**config.mk**
```make
export PLATFORM = sky130hd
export DESIGN_NAME = cczm_top
export DESIGN_NICKNAME = d
export VERILOG_FILES = /design/src/cczm_pkg.sv /design/src/cczm_top.sv
export SDC_FILE = /design/constraint.sdc
export NUM_CORES = 2
export LEC_CHECK = 0
export ABC_AREA = 1
export BUFFER_PORTS_ARGS = -buffer_cell sky130_fd_sc_hd__buf_4
export CAP_MARGIN = 20
export CELL_PAD_IN_SITES_DETAIL_PLACEMENT = 1
export CELL_PAD_IN_SITES_GLOBAL_PLACEMENT = 2
export CORE_ASPECT_RATIO = 1.4
export CORE_MARGIN = 2
export CORE_UTILIZATION = 30
export CTS_BUF_LIST = sky130_fd_sc_hd__clkbuf_16
export DETAILED_ROUTE_END_ITERATION = 10
export PLACE_DENSITY_LB_ADDON = 0.1
export SETUP_SLACK_MARGIN = 0.2
export SYNTH_ARGS = -nofsm -noshare
export SYNTH_HDL_FRONTEND = slang
export SYNTH_SLANG_ARGS = --single-unit
export TNS_END_PERCENT = 100
```
**constraint.sdc**
```tcl
create_clock -name core_clk -period 29.6 [get_ports core_clk]
set_input_delay 5.92 -clock core_clk [delete_from_list [all_inputs] [get_ports core_clk]]
set_output_delay 5.92 -clock core_clk [all_outputs]
set_load 0.02 [all_outputs]
```
**src/cczm_pkg.sv**
```systemverilog
package cczm_pkg;

	// ****************************************
	// sizes
	// ****************************************
	localparam int LBA_W = 8;
	localparam int NLBA = 256;
	localparam int NZONE = 4;
	localparam int OFF_W = 6;
	localparam int WP_W = 7;
	localparam logic [OFF_W-1:0] OFF_LAST = 6'h3F;
	localparam logic [WP_W-1:0] WP_FULL = 7'h40;

	// ****************************************
	// register offsets
	// ****************************************
	localparam logic [7:0] ADDR_CTRL = 8'h00;
	localparam logic [7:0] ADDR_CMD = 8'h04;
	localparam logic [7:0] ADDR_STATUS = 8'h08;
	localparam logic [7:0] ADDR_WPTR = 8'h0C;
	localparam logic [7:0] ADDR_ZSTATE = 8'h10;
	localparam logic [7:0] ADDR_HOLD = 8'h14;

	// ****************************************
	// field positions and reset values
	// ****************************************
	localparam int CTRL_WRE_BIT = 0;
	localparam int CTRL_MAXO_LSB = 4;
	localparam int CMD_FUA_BIT = 4;
	localparam int CMD_LBA_LSB = 8;
	localparam int STAT_UA_BIT = 5;
	localparam logic [3:0] MAXO_RST = 4'h2;
	localparam logic [15:0] HOLD_RST = 16'h0000;

	// ****************************************
	// commands, actions, zone conditions
	// ****************************************
	localparam logic [3:0] OP_HOST_WR = 4'h0;
	localparam logic [3:0] OP_INT_WR = 4'h1;
	localparam logic [3:0] OP_HOST_RD = 4'h2;
	localparam logic [3:0] OP_INT_RD = 4'h3;
	localparam logic [3:0] OP_VERIFY = 4'h4;
	localparam logic [3:0] OP_CLOSE = 4'h5;
	localparam logic [3:0] OP_FINISH = 4'h6;
	localparam logic [3:0] OP_MGMT = 4'h7;
	localparam logic [3:0] OP_OPEN = 4'h8;

	localparam logic [2:0] ACT_CACHE_WR = 3'h1;
	localparam logic [2:0] ACT_CACHE_RD = 3'h2;
	localparam logic [2:0] ACT_CACHE_INV = 3'h3;
	localparam logic [2:0] ACT_MED_WR = 3'h4;
	localparam logic [2:0] ACT_MED_RD = 3'h5;
	localparam logic [2:0] ACT_MED_VFY = 3'h6;

	localparam logic [2:0] ZC_EMPTY = 3'h0;
	localparam logic [2:0] ZC_IMP = 3'h1;
	localparam logic [2:0] ZC_EXP = 3'h2;
	localparam logic [2:0] ZC_CLOSED = 3'h3;
	localparam logic [2:0] ZC_FULL = 3'h4;

	// sense codes, arbitrary values
	localparam logic [7:0] ASC_DEGRADED = 8'h01;
	localparam logic [7:0] ASC_NOW_VOLATILE = 8'h02;
	localparam logic [7:0] ASC_NO_ZONE_RES = 8'h03;

	typedef enum logic [3:0] {
		ST_IDLE = 4'b0001,
		ST_FLUSH = 4'b0010,
		ST_EXEC = 4'b0100,
		ST_MGMT = 4'b1000
	} cczm_state_type;

	typedef struct packed {
		cczm_state_type state;
		logic step;
		logic [3:0] op;
		logic fua;
		logic [LBA_W-1:0] lba;
		logic [1:0] zone;
		logic [OFF_W-1:0] fidx;
		logic [NLBA-1:0] valid;
		logic [NLBA-1:0] dirty;
		logic [NZONE-1:0][WP_W-1:0] wp;
		logic [NZONE-1:0][2:0] zst;
		logic wre;
		logic [3:0] maxo;
		logic [15:0] hold;
		logic done;
		logic abort;
		logic [7:0] ie_code;
		logic ie_valid;
		logic ua_pend;
		logic [7:0] ua_code;
		logic act_valid;
		logic [2:0] act_code;
		logic [LBA_W-1:0] act_lba;
		logic [31:0] prdata;
		logic deg_q;
		logic vol_q;
		logic boot;
	} cczm_regs_type;

	localparam cczm_regs_type REGS_RST = '{state: ST_IDLE, maxo: MAXO_RST, hold: HOLD_RST,
		default: '0};

endpackage : cczm_pkg

```
**src/cczm_top.sv**
```systemverilog
// Design decisions made here: the placing of the registers and the APB register port.
`timescale 1ns/1ps
module cczm_top
	import cczm_pkg::*;
(
	input wire logic core_clk,
	input wire logic rstn,
	input wire logic psel,
	input wire logic penable,
	input wire logic pwrite,
	input wire logic [7:0] paddr,
	input wire logic [31:0] pwdata,
	output logic [31:0] prdata,
	output logic pready,
	output logic pslverr,
	input wire logic nonvolatile_cache_supported,
	input wire logic nv_power_degraded,
	input wire logic nv_cache_volatile,
	input wire logic power_loss_recover,
	output logic act_valid,
	output logic [2:0] act_code,
	output logic [7:0] act_lba,
	output logic ie_valid,
	output logic [7:0] ie_code,
	output logic ua_pending,
	output logic [7:0] ua_code,
	output logic busy
);

	cczm_regs_type s_q, s_d;

	// ****************************************
	// bus decode
	// ****************************************
	logic hit;
	logic wr_acc;
	logic rd_setup;

	always_comb begin
		hit = (paddr == ADDR_CTRL) || (paddr == ADDR_CMD) || (paddr == ADDR_STATUS) ||
			(paddr == ADDR_WPTR) || (paddr == ADDR_ZSTATE) || (paddr == ADDR_HOLD);
		wr_acc = psel && penable && pwrite && hit;
		rd_setup = psel && !penable && !pwrite;
	end


	// ****************************************
	// outputs
	// ****************************************
	assign pready = psel && penable;
	assign pslverr = psel && penable && !hit;
	assign prdata = s_q.prdata;
	assign act_valid = s_q.act_valid;
	assign act_code = s_q.act_code;
	assign act_lba = s_q.act_lba;
	assign ie_valid = s_q.ie_valid;
	assign ie_code = s_q.ie_code;
	assign ua_pending = s_q.ua_pend;
	assign ua_code = s_q.ua_code;
	assign busy = s_q.state != ST_IDLE;

	// ****************************************
	// next state
	// ****************************************
	always_comb begin
		logic [LBA_W-1:0] fl;
		logic [OFF_W-1:0] off;
		logic [1:0] zn;
		logic [2:0] xcnt;
		logic [2:0] ycnt;
		logic [1:0] sel;
		logic fin;
		logic bypass;
		logic deg_rise;
		logic vol_rise;
		fl = {s_q.zone, s_q.fidx};
		off = s_q.lba[OFF_W-1:0];
		zn = s_q.lba[LBA_W-1:OFF_W];
		xcnt = '0;
		ycnt = '0;
		sel = '0;
		fin = 1'b0;
		bypass = s_q.fua && s_q.vol_q;
		deg_rise = nv_power_degraded && !s_q.deg_q;
		vol_rise = nv_cache_volatile && !s_q.vol_q && s_q.boot;
		s_d = s_q;
		s_d.act_valid = 1'b0;
		s_d.ie_valid = 1'b0;
		s_d.deg_q = nv_power_degraded;
		s_d.vol_q = nv_cache_volatile;
		s_d.boot = 1'b1;

		// ****************************************
		// count open zones
		// ****************************************
		for (int i = NZONE - 1; i >= 0; i--) begin
			if (s_q.zst[i] == ZC_EXP) begin
				xcnt = xcnt + 3'h1;
			end
			if (s_q.zst[i] == ZC_IMP) begin
				ycnt = ycnt + 3'h1;
				sel = 2'(i);
			end
		end

		// ****************************************
		// register writes
		// ****************************************
		if (wr_acc) begin
			case (paddr)
				ADDR_CTRL: begin
					s_d.wre = pwdata[CTRL_WRE_BIT];
					s_d.maxo = pwdata[CTRL_MAXO_LSB +: 4];
				end
				ADDR_CMD: begin
					if (s_q.state == ST_IDLE) begin
						s_d.op = pwdata[3:0];
						s_d.fua = pwdata[CMD_FUA_BIT];
						s_d.lba = pwdata[CMD_LBA_LSB +: LBA_W];
						s_d.zone = pwdata[CMD_LBA_LSB + OFF_W +: 2];
						s_d.fidx = '0;
						s_d.step = 1'b0;
						s_d.done = 1'b0;
						s_d.abort = 1'b0;
						if ((pwdata[3:0] == OP_CLOSE) || (pwdata[3:0] == OP_FINISH)) begin
							s_d.state = ST_FLUSH;
						end else if (pwdata[CMD_FUA_BIT] && ((pwdata[3:0] == OP_HOST_WR) ||
							(pwdata[3:0] == OP_HOST_RD))) begin
							s_d.state = ST_FLUSH;
						end else if (pwdata[3:0] == OP_MGMT) begin
							s_d.state = ST_MGMT;
						end else begin
							s_d.state = ST_EXEC;
						end
					end
				end
				ADDR_STATUS: begin
					if (pwdata[STAT_UA_BIT]) begin
						s_d.ua_pend = 1'b0;
					end
				end
				ADDR_HOLD: begin
					s_d.hold = pwdata[15:0];
				end
				default: begin
				end
			endcase
		end

		// ****************************************
		// command engine
		// ****************************************
		case (s_q.state)
			ST_IDLE: begin
			end
			ST_FLUSH: begin
				if (s_q.dirty[fl]) begin
					s_d.act_valid = 1'b1;
					s_d.act_code = ACT_MED_WR;
					s_d.act_lba = fl;
					s_d.dirty[fl] = 1'b0;
				end
				s_d.fidx = s_q.fidx + 6'h01;
				if (s_q.fidx == OFF_LAST) begin
					s_d.state = ST_EXEC;
				end
			end
			ST_MGMT: begin
				if ({1'b0, xcnt} >= s_q.maxo) begin
					s_d.abort = 1'b1;
					s_d.ie_code = ASC_NO_ZONE_RES;
					fin = 1'b1;
				end else if (s_q.maxo > ({1'b0, xcnt} + {1'b0, ycnt})) begin
					fin = 1'b1;
				end else if (ycnt != 3'h0) begin
					s_d.zone = sel;
					s_d.lba = {sel, 6'h00};
					s_d.op = OP_CLOSE;
					s_d.state = ST_FLUSH;
				end else begin
					fin = 1'b1;
				end
			end
			ST_EXEC: begin
				s_d.act_valid = 1'b1;
				s_d.act_lba = s_q.lba;
				case (s_q.op)
					OP_HOST_WR: begin
						if (bypass && !s_q.step) begin
							s_d.act_code = ACT_CACHE_INV;
							s_d.valid[s_q.lba] = 1'b0;
							s_d.dirty[s_q.lba] = 1'b0;
							s_d.step = 1'b1;
						end else begin
							if (bypass) begin
								s_d.act_code = ACT_MED_WR;
							end else begin
								s_d.act_code = ACT_CACHE_WR;
								s_d.valid[s_q.lba] = 1'b1;
								s_d.dirty[s_q.lba] = 1'b1;
							end
							if (WP_W'(off) >= s_q.wp[zn]) begin
								s_d.wp[zn] = WP_W'(off) + 7'h01;
							end
							if ((s_q.zst[zn] == ZC_EMPTY) || (s_q.zst[zn] == ZC_CLOSED)) begin
								s_d.zst[zn] = ZC_IMP;
							end
							fin = 1'b1;
						end
					end
					OP_INT_WR: begin
						if (s_q.dirty[s_q.lba] && !s_q.step) begin
							s_d.act_code = ACT_CACHE_INV;
							s_d.valid[s_q.lba] = 1'b0;
							s_d.dirty[s_q.lba] = 1'b0;
							s_d.step = 1'b1;
						end else begin
							s_d.act_code = ACT_MED_WR;
							fin = 1'b1;
						end
					end
					OP_HOST_RD: begin
						if (s_q.valid[s_q.lba] && s_q.dirty[s_q.lba] && !bypass) begin
							s_d.act_code = ACT_CACHE_RD;
						end else begin
							s_d.act_code = ACT_MED_RD;
						end
						fin = 1'b1;
					end
					OP_INT_RD, OP_VERIFY: begin
						if (s_q.dirty[s_q.lba] && !s_q.step) begin
							s_d.act_code = ACT_MED_WR;
							s_d.dirty[s_q.lba] = 1'b0;
							s_d.step = 1'b1;
						end else begin
							s_d.act_code = (s_q.op == OP_VERIFY) ? ACT_MED_VFY : ACT_MED_RD;
							fin = 1'b1;
						end
					end
					OP_CLOSE: begin
						s_d.act_valid = 1'b0;
						if ((s_q.zst[s_q.zone] == ZC_IMP) || (s_q.zst[s_q.zone] == ZC_EXP)) begin
							s_d.zst[s_q.zone] = ZC_CLOSED;
						end
						fin = 1'b1;
					end
					OP_FINISH: begin
						s_d.act_valid = 1'b0;
						s_d.zst[s_q.zone] = ZC_FULL;
						s_d.wp[s_q.zone] = WP_FULL;
						fin = 1'b1;
					end
					OP_OPEN: begin
						s_d.act_valid = 1'b0;
						if (s_q.zst[s_q.zone] != ZC_FULL) begin
							s_d.zst[s_q.zone] = ZC_EXP;
						end
						fin = 1'b1;
					end
					default: begin
						s_d.act_valid = 1'b0;
						fin = 1'b1;
					end
				endcase
			end
			default: begin
				s_d.state = ST_IDLE;
			end
		endcase

		if (fin) begin
			s_d.state = ST_IDLE;
			s_d.done = 1'b1;
		end

		// ****************************************
		// unexpected power loss recovery
		// ****************************************
		if (power_loss_recover && s_q.vol_q) begin
			for (int i = 0; i < NLBA; i++) begin
				if (s_q.dirty[i]) begin
					s_d.valid[i] = 1'b0;
					s_d.dirty[i] = 1'b0;
					if (WP_W'(i % 64) < s_d.wp[i / 64]) begin
						s_d.wp[i / 64] = WP_W'(i % 64);
					end
				end
			end
			s_d.state = ST_IDLE;
		end

		// ****************************************
		// backing power events
		// ****************************************
		if (vol_rise || (nv_cache_volatile && s_q.vol_q)) begin
			s_d.hold = '0;
		end
		if (nonvolatile_cache_supported) begin
			if (deg_rise) begin
				if (s_q.wre) begin
					s_d.ie_valid = 1'b1;
					s_d.ie_code = ASC_DEGRADED;
				end else begin
					s_d.ua_pend = 1'b1;
					s_d.ua_code = ASC_DEGRADED;
				end
			end
			if (vol_rise) begin
				if (s_q.wre) begin
					s_d.ie_valid = 1'b1;
					s_d.ie_code = ASC_NOW_VOLATILE;
				end else begin
					s_d.ua_pend = 1'b1;
					s_d.ua_code = ASC_NOW_VOLATILE;
				end
			end
			if (!s_q.boot && nv_cache_volatile) begin
				s_d.ua_pend = 1'b1;
				s_d.ua_code = ASC_NOW_VOLATILE;
			end
		end

		// ****************************************
		// read data, sampled in the setup cycle
		// ****************************************
		if (rd_setup) begin
			case (paddr)
				ADDR_CTRL: s_d.prdata = {24'h000000, s_q.maxo, 3'h0, s_q.wre};
				ADDR_CMD: s_d.prdata = {16'h0000, s_q.lba, 3'h0, s_q.fua, s_q.op};
				ADDR_STATUS: s_d.prdata = {8'h00, s_q.ie_code, s_q.ua_code, 2'h0, s_q.ua_pend,
					s_q.deg_q, s_q.vol_q, s_q.abort, s_q.done, s_q.state != ST_IDLE};
				ADDR_WPTR: s_d.prdata = {1'b0, s_q.wp[3], 1'b0, s_q.wp[2], 1'b0, s_q.wp[1],
					1'b0, s_q.wp[0]};
				ADDR_ZSTATE: s_d.prdata = {16'h0000, 1'b0, s_q.zst[3], 1'b0, s_q.zst[2],
					1'b0, s_q.zst[1], 1'b0, s_q.zst[0]};
				ADDR_HOLD: s_d.prdata = {16'h0000, s_q.hold};
				default: s_d.prdata = 32'h00000000;
			endcase
		end
	end

	// ****************************************
	// state register
	// ****************************************
	always_ff @(posedge core_clk) begin
		if (!rstn) begin
			s_q <= REGS_RST;
		end else begin
			s_q <= s_d;
		end
	end

endmodule : cczm_top

```
# --- Word-level counts from Yosys, hierarchy flattened ---
# Cells that the tools add are included.
# W data, S select, Z words.
op_classes:
  n_lt_le_gt_ge: 267
  bitwise: 23
  n_reduce_logical: 68
  n_eq_ne: 40
  n_mux: 1391
  add_sub_neg: 9
ops:
  columns: ["cell", "count"]
  rows:
  - ["$mux W7", 767]
  - ["$mux W512", 3]
  - ["$pmux W256 S2", 2]
  - ["$lt A6 B7 Y1 const A", 128]
  - ["$and A256 B256 Y256", 3]
  - ["$mux W256", 3]
  - ["$pmux W256 S3", 1]
  - ["$mux W540", 1]
  - ["$mux W1", 533]
  - ["$not A256 Y256", 2]
  - ["$or A256 B256 Y256", 2]
  - ["$lt A5 B7 Y1 const A", 64]
  - ["$lt A4 B7 Y1 const A", 32]
  - ["$pmux W31 S6", 1]
  - ["$lt A3 B7 Y1 const A", 16]
  - ["$mux W40", 2]
  - ["$mux W26", 3]
  - ["$mux W9", 7]
  - ["$lt A1 B7 Y1 const A", 8]
  - ["$lt A2 B7 Y1 const A", 8]
  - ["$pmux W28 S2", 1]
  - ["$mux W18", 3]
  - ["$mux W12", 4]
  - ["$pmux W12 S4", 1]
  - ["other kinds (66)", 203]
word_totals:
  ff_bits: 666
  inputBits: 49

# --- Logic depth before layout (Yosys ltp) ---
depth:
  ltp_word: 266
  ltp_mapped: 183
  mapped_depth_nobuf: 179

# --- Worst setup path after synthesis ---
# Ideal clock, no wire load.
synth_timing:
  path_type: "register to register"
  start: "register s_q[648] in the netlist's numbering"
  end: "register s_q[116] in the netlist's numbering"
  path_slack_ps: 14705
  setup_ps: 109
  arrival_ps: 14786
  stages_incl_launch_ff: 164
  required_time_ps: 29491
  cell_sequence: "dfxtp_1 -> clkbuf_1 -> inv_1 -> clkbuf_1 -> clkbuf_1 -> clkbuf_1 -> clkbuf_1 -> clkbuf_1 -> buf_1 -> ha_1 -> inv_1 -> nand2_1 -> nand2_1 -> nand2_1 -> nand2_1 -> nand2_1 -> nand3_2 -> nand2_4 -> [128 not listed] -> nand2_1 -> nand2_2 -> nand2_2 -> nand2_4 -> nor2_4 -> nand3_2 -> nand2_2 -> nand2_2 -> nand2_1 -> nand3_1 -> nand2_1 -> nand2_2 -> nand4_1 -> nand2_1 -> nand2_2 -> nand3_1 -> nand2_1 -> inv_1"
synth_via:
  elab_chain_cells: 262
  elab_cells_between_ends: 263
  classes_between: "1 x add/sub; 65 x order compare; 197 x mux"
synth_rtl:
  columns: ["element", "line", "source"]
  rows:
  - ["start, declared", "cczm_top.sv:30", "cczm_regs_type s_q, s_d;"]
  - ["start signal, assigned", "cczm_top.sv:347", "s_q <= REGS_RST;"]
  - ["start signal, assigned", "cczm_top.sv:349", "s_q <= s_d;"]
  - ["$add A6 B1 Y7", "cczm_top.sv:203", "s_d.wp[zn] = WP_W'(off) + 7'h01;"]
  - ["$bwmux W28", "cczm_top.sv:203", null]
  - ["$mux W28 (*)", "cczm_top.sv:202", "if (WP_W'(off) >= s_q.wp[zn]) begin"]
  - ["$mux W40 (*)", "cczm_top.sv:189", "if (bypass && !s_q.step) begin"]
  - ["$pmux W28 S2 (*)", "cczm_top.sv:187", "case (s_q.op)"]
  - ["$mux W40 (*)", "cczm_top.sv:153", "case (s_q.state)"]
  - ["$lt A1 B7 Y1", "cczm_top.sv:284", "if (WP_W'(i % 64) < s_d.wp[i / 64]) begin"]
  - ["$mux W7", "cczm_top.sv:284", null]
  - ["[246 not listed]", null, null]
  - ["$lt A6 B7 Y1", "cczm_top.sv:284", null]
  - ["$mux W7", "cczm_top.sv:284", null]
  - ["$mux W7", "cczm_top.sv:281", "if (s_q.dirty[i]) begin"]
  - ["$mux W7", "cczm_top.sv:279", "if (power_loss_recover && s_q.vol_q) begin"]
  - ["$lt A6 B7 Y1", "cczm_top.sv:284", null]
  - ["$mux W7", "cczm_top.sv:284", null]
  - ["$mux W7", "cczm_top.sv:281", null]
  - ["$mux W540 (*)", "cczm_top.sv:279", null]
# Every way passes the cells marked *; elsewhere a longest branch is shown, timed or not. The select of a mux whose other input is x is not followed.
# A chain may end at the register's enable or synchronous reset.

# --- Worst setup path after layout ---
layout_timing:
  start: "register s_q[648] in the netlist's numbering"
  end: "register s_q[123] in the netlist's numbering"
# Same word-level chain as after synthesis.

==> metrics.md <==
| Metric | Value |
|---|---|
| Clock Power Share | about half |
| Clock transition at the registers of the reported paths | around 0.06 ns |
| Hold buffers post-CTS | 0 |
| CTS sink count | approximately 670 |
| Syn Nets | about 14000 |
| Final hold vios | 0 |
| Most frequent cells in the layout | nand2_1 (2517), o21ai_0 (1801), nor2_1 (1334) |
| Fmax | 52.7 MHz |
| Layout Nets | 13640 |
| Final RePlAce weighted congestion | ~0.91 |
| Commonest register cell after synthesis | dfxtp_1 |
| Drt pass-1 iters | 6 |
| Reg power frac | approximately two fifths |
| NetSw | about 0.00072 W |
| Reg-to-Reg End | s_q[123] |
| P&R area growth vs syn | 5.08% |
| Die span in y | 620 um |
| CP max FO | between 80 and 90 |
| Site row count | approximately 230 |
| Period minus WS final | 18.97 ns |
| Synth top area cells | dfxtp_1 (16%), nand2_1 (12%), o21ai_0 (11%) |
| Most used cell, CP | nand2_1 |
| Final setup viols | 0 |
| Worst r2r src | s_q[648] |
| Worst slew pin tran | ~1.3 ns |
| Slew margin rel. | 11.7% |
| I/O pin cnt | 114 |
| Pwr dens | ~27 mW/mm2 |
| Min-Delay Path Class | reg2reg |
| Fin cells | 17172 |
| # Post-CTS Setup Buffers | 0 |
| Synthesis-stage register bit count | ~670 |
| Post-Syn Area | around 0.08 mm2 |
| Max clock buf depth | 3 |
| Commonest non-fill, non-tap cell in the layout | nand2_1 |
| Inst Count DP | about 17000 |
| Vias/cell | just over 6 |
| Crit end category | register |
| DRT antenna net count | 0 |
| Worst EP arrival | 19.68 ns |
| DP Area | just over 0.08 mm2 |
| Ys Warns | 0 |
| CP Launch Type | register |
| Seq/Total Area, Yosys | roughly 16% |
| Synth Instances | 14357 |
| Core area | 0.270 mm2 |
| Synth cell types | roughly 110 |
| CTS Root Cell | clkbuf_16 |
| Comb pwr share | around 11% |
| Setup TNS | 0 ns |
| CTS Buf Count | 90 |
| Worst path max stage delay | between 0.7 and 0.8 ns |
| CTS tree | built |
| Final global-route overflow total | 0 |
| Largest net degree at the start of global routing | 148 |
| Worst Path Required | roughly 30 ns |
| VDD IR-drop max | a little over 0.04 mV |
| RSZ-0062 raised after global routing | false |
| CP max stage cell | dfxtp_4 |
| Post-CTS Resized | 0 |
| Die area | about 0.28 mm2 |
| Register-to-Register Path Depth | roughly 160 |
| Port buffer count | 96 |
| GRT Total Usage | about a third |
| Worst Setup EP | s_q[123] |
| Status | completed |
| Int Pwr | roughly 0.0016 W |
| Period utilization | about 64% |
| Hold slack | about 0.47 ns |
| Switch share | around 31% |
| Remaining DRCs | 0 |
| Pins Over Slew Limit | 0 |
| H-tree depth | 3 |
| Reg2Reg Setup Slack | approximately 11 ns |
| Initial DRC Count | 9759 |
| Leakage power | 33.1 nW |
| Yosys top cell area share | 16.4% |
| Initial antenna violation count | 28 |
| Share of layout cells above drive strength 1 | under 10% |
| Max-cap violation count | 0 |
| Wirelength per Cell | about 28 um |
| Fill cells | 35892 |
| Ys async rst share | 0% |
| Yosys top cell by area | dfxtp_1 |
| Drt total wl | about 500000 um |
| Via count | ~110k |
| Via count of the first global-routing pass | ~110k |
| EDFF count, synth | 0 |
| Die Width | around 440 um |
| Starting Density | around 30% |
| Setup CP Type | reg2reg |
| Post-Layout Inst Area | about 0.086 mm2 |
| Final Util | a little under a third |
| Mean Syn Cell Area | between 5 and 6 um2 |
| Fin Clk Skew | between 0.04 and 0.05 ns |
| Crit. Startpoint | s_q[648] |
| First-pass GRT wire length | just over 700000 um |
| DP HPWL | 318000 um |
| Clock latency at the later pin of the worst-skew pair | 0.76 ns |
[final cells by class]
class / count / area [um2] / share of cell area, %
Multi-Input combinational cell: 11005 / 56800 / 66.4
Clock inverter: 69 / 543 / 0.635
Clock buffer: 92 / 2300 / 2.69
Timing Repair Buffer: 281 / 2300 / 2.69
Sequential cell: 665 / 13300 / 15.6
Tap cell: 3534 / 4420 / 5.17
Inverter: 1516 / 5810 / 6.79
Antenna cell: 10 / 25.0 / 0.0293
[Yosys cell counts, drive strengths merged, types with 5 or more instances]
cell and count:
o41ai 5, o21bai 108, nor2 1455, nor3 283, clkbuf 865, buf 297, a31oi 271, nand2 2755
o31ai 18, and2 5, clkdlybuf4s15 5, nand3 1377, nand4 233, o22ai 119, a21boi 20, o21ai 1981
a22o 11, or2 18, mux2i 6, a21o 5, o2111ai 17, a21oi 1245, a221oi 296, dfxtp 665
nor3b 16, and3 10, clkinv 96, nand3b 23, o211ai 304, a311oi 50, o221ai 21, inv 1418
a211oi 184, a22oi 7, o21a 14, o311ai 22, ha 31, nor4 67
[kinds of logic after synthesis]
kind of cell | after synthesis | share of synthesized area, %
AND/OR/NAND/NOR | 6245 | 34.7
buffers and inverters | 2687 | 14.2
flip-flops | 665 | 16.4
AO/OA/AOI/OAI | 4715 | 34.2
multiplexers | 6 | 0.0738
adder cells (fa/ha/maj) | 32 | 0.501
other | 1 | 0.00461
XOR/XNOR | 6 | 0.0646
[power groups by stage]
stage	Clock, W	Sequential, W	Combinational [W]
after floorplan	0	0.000918	0.000184
after global placement	0	0.000920	0.000261
after detailed placement	0	0.000920	0.000263
after CTS	0.00117	0.000900	0.000264
after global routing	0.00119	0.000900	0.000296
final	0.00116	0.000900	0.000265
[worst max-delay path, delay by kind of cell (launching register included)]
kind                       cells  cell delay (ns)
muxes                          1             0.25
DFF                            1             0.77
and+or+nand+nor              123            12.30
AOI/OAI and AO/OA             21             3.36
adders and majority gates      1             0.43
buffers and inverters          9             1.79
[worst min-delay path by stage]
stage | from | endpoint | slack, ns | cells past startpoint
floorplan | ua_code[2] | ua_code[2] | 0.43 | 2
global placement | ua_code[3] | ua_code[3] | 0.45 | 2
detailed placement | s_q[65] | s_q[65] | 0.46 | 2
CTS | s_q[65] | s_q[65] | 0.47 | 2
global route | ua_code[3] | ua_code[3] | 0.49 | 2
finish | s_q[65] | s_q[65] | 0.47 | 2
[flip-flops by register name, summed over array words and instances, names as in the netlist]
name,cells
ie_code,8
act_code,3
ua_pending,1
ua_code,8
s_q,604
prdata,31
act_lba,8
ie_valid,1
act_valid,1
[routing by layer]
layer	GRT usage [%]	share of wire, %	up-vias
met2	56.5	46	4472
met4	19.5	6.3	30
met3	5.58	7.4	1272
li1	-	-	48132
met1	41.1	40	53171
met5	0	0.044	-
[through the flow]
stage	worst slack, ns	power (W)
final	10.63	0.00232
after global routing	8.16	0.00239
after CTS	10.58	0.00233
after detailed placement	10.67	0.00118
after global placement	10.71	0.00118
after floorplan	14.71	0.00110
Note: power is estimated with default switching activity, not from simulation.
